==> src/logic/io_line_pkg.sv <==
// Package with constants and types for the external I/O line block.
package io_line_pkg;
   // Setup flag bit positions.
   localparam int DIR_OUT_BIT = 0;
   localparam int POL_INV_BIT = 1;
   // Mode byte fields: input action low nibble, output behaviour high.
   localparam int IN_FIELD_LSB = 0;
   localparam int OUT_FIELD_LSB = 4;
   // Input action codes.
   localparam logic [3:0] input_action_none = 4'h0;
   localparam logic [3:0] input_action_halt = 4'h1;
   localparam logic [3:0] input_action_windings_off = 4'h2;
   localparam logic [3:0] input_action_relative_move = 4'h3;
   localparam logic [3:0] input_action_homing = 4'h4;
   localparam logic [3:0] input_action_raise_alarm = 4'h5;
   // Output behaviour codes, as held in the high nibble.
   localparam logic [3:0] output_always_inactive = 4'h0;
   localparam logic [3:0] output_always_active = 4'h1;
   localparam logic [3:0] output_follows_motion = 4'h2;
   localparam logic [3:0] output_follows_alarm = 4'h3;
   localparam logic [3:0] output_follows_winding_power = 4'h4;
   // Values after reset.
   localparam logic [7:0] SETUP_RESET = 8'h00;
   localparam logic [7:0] MODE_RESET = 8'h00;
   // Read-settings command and answer layout.
   localparam logic [31:0] READ_SETTINGS_CMD = 32'h6f696567;
   localparam int CMD_BYTES = 4;
   localparam int ANSWER_BYTES = 18;
   localparam logic [4:0] SETUP_IDX = 5'h04;
   localparam logic [4:0] MODE_IDX = 5'h05;
   localparam logic [4:0] SUM_LO_IDX = 5'h10;
   localparam logic [4:0] LAST_IDX = 5'h11;
   localparam logic [4:0] IDX_RESET = 5'h00;

   // Motor state seen by the output behaviours.
   typedef struct packed {
      logic moving;
      logic alarm;
      logic powered;
   } motor_state_t;

   // One-cycle action requests toward the motion core.
   typedef struct packed {
      logic halt;
      logic windings_off;
      logic relative_move;
      logic homing;
      logic raise_alarm;
   } action_req_t;

   // Answer sequencer states, one-hot.
   typedef enum logic [1:0] {
      ST_IDLE = 2'b01,
      ST_SEND = 2'b10
   } answer_state_t;
endpackage

==> src/logic/line_event_detect.sv <==
// Samples the external line and finds entries into the active state.
`timescale 1ns/1ps
module line_event_detect (
   // Clock, reset and enable.
   input wire logic core_clk,
   input wire logic rst,
   input wire logic ce,
   // Line level and polarity.
   input wire logic line_level,
   input wire logic invert,
   // Results.
   output logic active,
   output logic enter_active
);
   // Registered active level and its previous value.
   logic active_r;
   logic prev_r;

   // Sample the line once per enabled cycle, folding in the polarity.
   always_ff @(posedge core_clk or posedge rst) begin
      if (rst) begin
         active_r <= 1'b0;
         prev_r <= 1'b0;
      end else if (ce) begin
         active_r <= line_level ^ invert;
         prev_r <= active_r;
      end
   end

   // Only the transition counts, so a held level fires once.
   assign active = active_r;
   assign enter_active = ce && active_r && !prev_r;
endmodule // line_event_detect

==> src/logic/external_io_line.sv <==
// External I/O line: direction, polarity, actions, output, settings read.
// Notes on behaviour
// - Direction bit selects output or input.
// - Invert bit swaps active level and edge.
// - Low mode nibble selects input action.
// - Codes 0/1/4: nothing, halt, homing.
// - Code 2 powers off the windings.
// - Code 3 repeats last relative move.
// - Code 5 raises the alarm.
// - High mode nibble selects output behaviour.
// - Output code 0: always inactive.
// - Output code 1: always active.
// - Output code 2: active while moving.
// - Output code 3: active during alarm.
// - Output code 4: active while windings powered.
// - Read command answers 18 settings bytes.
`timescale 1ns/1ps
module external_io_line (
   // Clock, reset and enable.
   input wire logic core_clk,
   input wire logic rst,
   input wire logic ce,
   // Settings write port.
   input wire logic cfg_wr,
   input wire logic [7:0] cfg_setup,
   input wire logic [7:0] cfg_mode,
   // Request byte stream from the host.
   input wire logic rx_valid,
   input wire logic [7:0] rx_byte,
   // Answer byte stream to the host.
   output logic tx_valid,
   output logic [7:0] tx_byte,
   input wire logic tx_ready,
   // Motor state and action requests.
   input io_line_pkg::motor_state_t motor_state,
   output io_line_pkg::action_req_t action_req,
   // External line pin.
   input wire logic line_in,
   output logic line_out,
   output logic line_oe_n
);
   import io_line_pkg::*;

   logic [7:0] setup_r; // Setup flags register.
   logic [7:0] mode_r; // Mode flags register.
   logic [7:0] snap_setup_r; // Setup copy held for one answer.
   logic [7:0] snap_mode_r; // Mode copy held for one answer.
   logic [31:0] cmd_r; // Request bytes gathered so far.
   logic [1:0] cmd_cnt_r; // Count of request bytes gathered.
   logic [4:0] idx_r; // Index of the answer byte on offer.
   answer_state_t state_r; // Answer sequencer state.
   action_req_t act_nxt; // Decoded action for this cycle.
   logic line_active; // Line in its active state.
   logic line_enter; // Line just became active.
   logic cmd_hit; // A full read-settings request arrived.
   logic tx_take; // The host takes the answer byte on offer.
   logic [3:0] in_sel; // Input action selector.
   logic [3:0] out_sel; // Output behaviour selector.
   logic drive_active; // Output wants the active state.

   // Builds one answer byte; the checksum is the sum of bytes 4 to 15.
   function automatic logic [7:0] answer_byte(input logic [4:0] idx,
      input logic [7:0] s, input logic [7:0] m);
      logic [15:0] sum;
      sum = {8'h00, s} + {8'h00, m};
      if (idx < 5'(CMD_BYTES)) begin
         answer_byte = READ_SETTINGS_CMD[8*idx[1:0] +: 8];
      end else if (idx == SETUP_IDX) begin
         answer_byte = s;
      end else if (idx == MODE_IDX) begin
         answer_byte = m;
      end else if (idx == SUM_LO_IDX) begin
         answer_byte = sum[7:0];
      end else if (idx == LAST_IDX) begin
         answer_byte = sum[15:8];
      end else begin
         answer_byte = 8'h00;
      end
   endfunction

   // Edge and level detection of the incoming line.
   line_event_detect u_detect (
      .core_clk(core_clk),
      .rst(rst),
      .ce(ce),
      .line_level(line_in),
      .invert(setup_r[POL_INV_BIT]),
      .active(line_active),
      .enter_active(line_enter)
   );

   // Settings registers are loaded from the write port.
   always_ff @(posedge core_clk or posedge rst) begin
      if (rst) begin
         setup_r <= SETUP_RESET;
         mode_r <= MODE_RESET;
      end else if (ce && cfg_wr) begin
         setup_r <= cfg_setup;
         mode_r <= cfg_mode;
      end
   end

   assign in_sel = mode_r[IN_FIELD_LSB +: 4];
   assign out_sel = mode_r[OUT_FIELD_LSB +: 4];

   // Decode the input action; nothing fires while the line is an output.
   always_comb begin
      act_nxt = '0;
      if (line_enter && !setup_r[DIR_OUT_BIT]) begin
         case (in_sel)
            input_action_none: act_nxt = '0;
            input_action_halt: act_nxt.halt = 1'b1;
            input_action_windings_off: act_nxt.windings_off = 1'b1;
            input_action_relative_move: act_nxt.relative_move = 1'b1;
            input_action_homing: act_nxt.homing = 1'b1;
            input_action_raise_alarm: act_nxt.raise_alarm = 1'b1;
            default: act_nxt = '0;
         endcase
      end
   end

   // Action requests are one-cycle pulses from a register.
   always_ff @(posedge core_clk or posedge rst) begin
      if (rst) begin
         action_req <= '0;
      end else if (ce) begin
         action_req <= act_nxt;
      end
   end

   // Choose the logical level the output behaviour asks for.
   always_comb begin
      case (out_sel)
         output_always_inactive: drive_active = 1'b0;
         output_always_active: drive_active = 1'b1;
         output_follows_motion: drive_active = motor_state.moving;
         output_follows_alarm: drive_active = motor_state.alarm;
         output_follows_winding_power: begin
            drive_active = motor_state.powered;
         end
         default: drive_active = 1'b0;
      endcase
   end

   // Pin driver: polarity applied, enable low while driving.
   always_ff @(posedge core_clk or posedge rst) begin
      if (rst) begin
         line_out <= 1'b0;
         line_oe_n <= 1'b1;
      end else if (ce) begin
         line_out <= drive_active ^ setup_r[POL_INV_BIT];
         line_oe_n <= !setup_r[DIR_OUT_BIT];
      end
   end

   // A request completes on its fourth byte, least significant first.
   assign cmd_hit = ce && rx_valid && cmd_cnt_r == 2'(CMD_BYTES - 1) &&
      {rx_byte, cmd_r[31:8]} == READ_SETTINGS_CMD;
   assign tx_take = ce && tx_valid && tx_ready;

   // Gather request bytes; bytes arriving during an answer are dropped.
   always_ff @(posedge core_clk or posedge rst) begin
      if (rst) begin
         cmd_r <= 32'h00000000;
         cmd_cnt_r <= 2'h0;
      end else if (ce && rx_valid && state_r == ST_IDLE) begin
         cmd_r <= {rx_byte, cmd_r[31:8]};
         cmd_cnt_r <= cmd_cnt_r + 2'h1;
      end
   end

   // Answer sequencer: offers 18 bytes, each held until taken.
   always_ff @(posedge core_clk or posedge rst) begin
      if (rst) begin
         state_r <= ST_IDLE;
         idx_r <= IDX_RESET;
         tx_valid <= 1'b0;
         tx_byte <= 8'h00;
         snap_setup_r <= SETUP_RESET;
         snap_mode_r <= MODE_RESET;
      end else if (ce) begin
         case (state_r)
            ST_IDLE: begin
               if (cmd_hit) begin
                  state_r <= ST_SEND;
                  idx_r <= IDX_RESET;
                  tx_valid <= 1'b1;
                  tx_byte <= answer_byte(IDX_RESET, setup_r, mode_r);
                  snap_setup_r <= setup_r;
                  snap_mode_r <= mode_r;
               end
            end
            ST_SEND: begin
               if (tx_take && idx_r == LAST_IDX) begin
                  state_r <= ST_IDLE;
                  tx_valid <= 1'b0;
                  tx_byte <= 8'h00;
               end else if (tx_take) begin
                  idx_r <= idx_r + 5'h01;
                  tx_byte <= answer_byte(idx_r + 5'h01, snap_setup_r,
                     snap_mode_r);
               end
            end
            default: begin
               state_r <= ST_IDLE;
               tx_valid <= 1'b0;
            end
         endcase
      end
   end
endmodule // external_io_line

==> config.mk <==
export PLATFORM = sky130hd
export DESIGN_NAME = external_io_line
export DESIGN_NICKNAME = d
export VERILOG_FILES = /design/src/logic/io_line_pkg.sv /design/src/logic/line_event_detect.sv /design/src/logic/external_io_line.sv
export SDC_FILE = /design/constraint.sdc
export NUM_CORES = 1
export LEC_CHECK = 0
export BUFFER_PORTS_ARGS = -buffer_cell sky130_fd_sc_hd__buf_4
export CORE_UTILIZATION = 50
export DETAILED_ROUTE_END_ITERATION = 6
export GPL_ROUTABILITY_DRIVEN = 0
export PLACE_DENSITY = 0.73
export SKIP_CTS_REPAIR_TIMING = 1
export SYNTH_ARGS = -nofsm -noshare
export SYNTH_HDL_FRONTEND = slang
export SYNTH_SLANG_ARGS = --single-unit
export TNS_END_PERCENT = 30
==> constraint.sdc <==
create_clock -name core_clk -period 2.4 [get_ports core_clk]
set_input_delay 0.12 -clock core_clk [delete_from_list [all_inputs] [get_ports core_clk]]
set_output_delay 0.12 -clock core_clk [all_outputs]
set_load 0.01 [all_outputs]
==> results.md <==
- Required time at the endpoint of the critical path: 2620 ps
- Average wire per cell in the routed design: 16.1 um
- Pre-Repair DR Iteration Count: 5
- Congestion Overflow GR: 0
- Leading cell type in the layout, fill and taps excluded: dfrtp_1
- Final worst-path cycle share: 94.2%
- Cell at the root of the clock tree: clkbuf_8
- Port Buf Inserts: 49
- Maximum number of pins on one net before global-route repair: 48
- Post-CTS clock slew at the launch and capture registers of the worst setup and hold paths: 80 ps
- Max frequency: 442 MHz
- Max Cap Viol: 0
- Setup TNS: 0 ps
- Final net count: 490
- Antenna diode instance count: 0
- Total routed wirelength: 8880 um
- CTS tree: yes
- Final number of hold-violating endpoints: 1
- Commonest cells after routing, fill and taps aside: dfrtp_1 (80), buf_4 (61), mux2_2 (48), nand2_1 (24), o21ai_0 (19)
- Global router's overall resource usage: 21.7%
- Clock net sink count: 82
- CTS HTree Levels: 3
- Normalized max-slew margin: 58.0%
- Detailed placement HPWL: 6330 um
- Slew Viols, Final: 0
- Outcome: finished, violations left
- DRC violation count after routing: 0
- Number of core rows: 33
- Total setup violations reported at the end of the flow: 0
- Max Root-Sink Buffers: 2
- Largest fanout on the critical path: 3
- Type of destination of the critical path: flip-flop
- Element type at the critical path start: flip-flop
- Synthesis warning total: 0
- Cell Area, Placed: 4780 um2
- Post-layout total power: 3.04 mW
- Kind of critical path: reg -> reg
- Violated checks: negative hold slack
- Worst skew pair latency: 350 ps
- Netlist area before placement: 4230 um2
- Die Wd: 94.0 um
- Number of synthesized register bits: 82
- Initial core utilization: 51.5%
- EDFF count, synth: 0
- Global-route wire length before repair: 14700 um
- Post-layout minimum cycle time: 2260 ps
- Worst-margin pin slew: 630 ps
- Number of standard cells after synthesis: 372
- Standby leakage power: 2.33 nW
- Net count after synthesis: 421
- Total power divided by cell area: 596 nW/um2
- Number of antenna violations at the first check in global routing: 0
- Post-layout instance area: 5110 um2
- IR Drop Worst-Case VDD: 557 uV
- Number of distinct library cells after synthesis: 62
- CTS Buf Count: 9
- Synth async-reset ratio: 100%
- DIE AREA: 8840 um2
- Most used flip-flop cell after synthesis: dfrtp_1
- Fraction of final layout cells with drive strength greater than 1: 32.1%
- Post-route ant nets: 0
- DRT iter0 DRCs: 197
- Core Footprint: 8220 um2
- Via count of the routed design: 3128
- Synthesized area divided by synthesized cell count: 11.4 um2
- Type of the most critical hold path: in -> reg
- Data arrival, critical path: 2480 ps
- Hold slack final: -0.392 ps
- Post-synthesis sequential area ratio: 48.6%
- Area grow syn2layout: 20.7%
- Maximum clock skew at final layout: 11.9 ps
- Via density per instance: 5.68
- Vias in the first global route: 2993
- IO Pins: 50
- Setup repair after global routing missed its margin: no
- Die Y: 94.0 um
[layer usage]
metal | global-route usage [%] | vias to the layer above | part of all wire (%)
met5 | 0 | - | 0
met4 | 6.92 | 0 | 1.0
met3 | 3.56 | 12 | 3.7
met2 | 34.5 | 78 | 48
met1 | 30.4 | 1524 | 47
li1 | - | 1514 | -
[path summary, 6_finish.rpt]
path	end	start	slack, ps	depth (start not counted)
worst max register to register	tx_byte[6]$_DFFE_PP0P_	snap_setup_r[0]$_DFFE_PP0P_	140	8
worst min register to register	line_oe_n$_DFFE_PP1P_	line_oe_n$_DFFE_PP1P_	480	2
worst max-delay path	tx_byte[6]$_DFFE_PP0P_	snap_setup_r[0]$_DFFE_PP0P_	140	8
worst min-delay path	setup_r[6]$_DFFE_PP0P_	cfg_setup[6]	-0.4	2
max in group asynchronous	state_r[0]$_DFFE_PP1P_	rst	1300	4
min in group asynchronous	mode_r[0]$_DFFE_PP0P_	rst	390	3
[stage by stage]
| step | hold slack, ps | setup slack [ps] | util, % | cells |
|---|---|---|---|---|
| 6_report | -0.392 | 139 | 62.2 | 551 |
| 5_1_grt | 0.507 | 55.7 | 62.2 | 551 |
| 4_1_cts | -171 | 78.9 | 60.6 | 540 |
| 3_5_place_dp | 222 | 96.6 | 58.2 | 524 |
| 3_3_place_gp | 220 | 121 | 58.2 | 524 |
| 2_1_floorplan | 270 | 5.05 | - | 372 |
[report_power, final]
part / switching [mW] / leakage, nW / internal (mW)
logic: 0.139 / 1.22 / 0.234
registers: 0.119 / 1.02 / 1.56
clock network: 0.510 / 0.0929 / 0.485
total: 0.768 / 2.33 / 2.27
[logic make-up after synthesis]
family | Yosys count | synth area share (%)
AO/OA/AOI/OAI | 75 | 12.2
XOR/XNOR | 7 | 1.45
adder cells (fa/ha/maj) | 15 | 4.61
buffers and inverters | 34 | 3.46
flip-flops | 82 | 48.6
multiplexers | 59 | 15.6
AND/OR/NAND/NOR | 100 | 14.1
[worst max-delay path, cell delays in order, from the launching register on]
cell      delay (ps)
dfrtp_1          400
ha_1             250
fa_1             430
a211oi_2         250
buf_4            160
nor2_1            70
mux2_2           280
o21ai_0          210
a211oi_2          90
[synthesized netlist by cell type, types with 3 or more instances]
library cell / n / area share [%]
o2111ai_1: 5 / 1.0
inv_1: 18 / 1.6
nand4bb_1: 3 / 0.80
nor4_1: 5 / 0.74
or2_2: 4 / 0.59
nand2_1: 24 / 2.1
xnor2_1: 3 / 0.62
o22ai_1: 7 / 1.0
nand3b_1: 3 / 0.53
dfrtp_1: 80 / 47
o21ai_0: 19 / 2.2
nand3_1: 5 / 0.59
mux2_2: 48 / 13
nand4_1: 3 / 0.44
o31ai_1: 4 / 0.71
nor3_1: 12 / 1.4
a31oi_1: 4 / 0.59
nor4bb_1: 3 / 0.71
mux2_1: 9 / 2.4
nand2b_1: 6 / 0.89
nor2_1: 12 / 1.1
xor2_1: 4 / 0.83
nor2b_1: 4 / 0.59
and3_1: 4 / 0.59
ha_1: 14 / 4.1
a21oi_1: 10 / 1.2
clkbuf_1: 11 / 0.98
a211oi_1: 4 / 0.71
[sequential cells by signal, indices dropped and copies added (netlist names), 5 cells and up]
register	count
action_req	5
mode_r	8
snap_mode_r	8
cmd_r	24
idx_r	5
tx_byte	8
snap_setup_r	8
setup_r	8
[cell type report]
cell class                      instances  area [um2]
Clock buffer                           10         128
Clock inverter                          6        67.6
Fill cell                             667        3110
Inverter                               18        68.8
Multi-Input combinational cell        256        2050
Sequential cell                        82        2050
Tap cell                              105         131
Timing Repair Buffer                   74         608
Note: power is estimated with default switching activity, not from simulation.
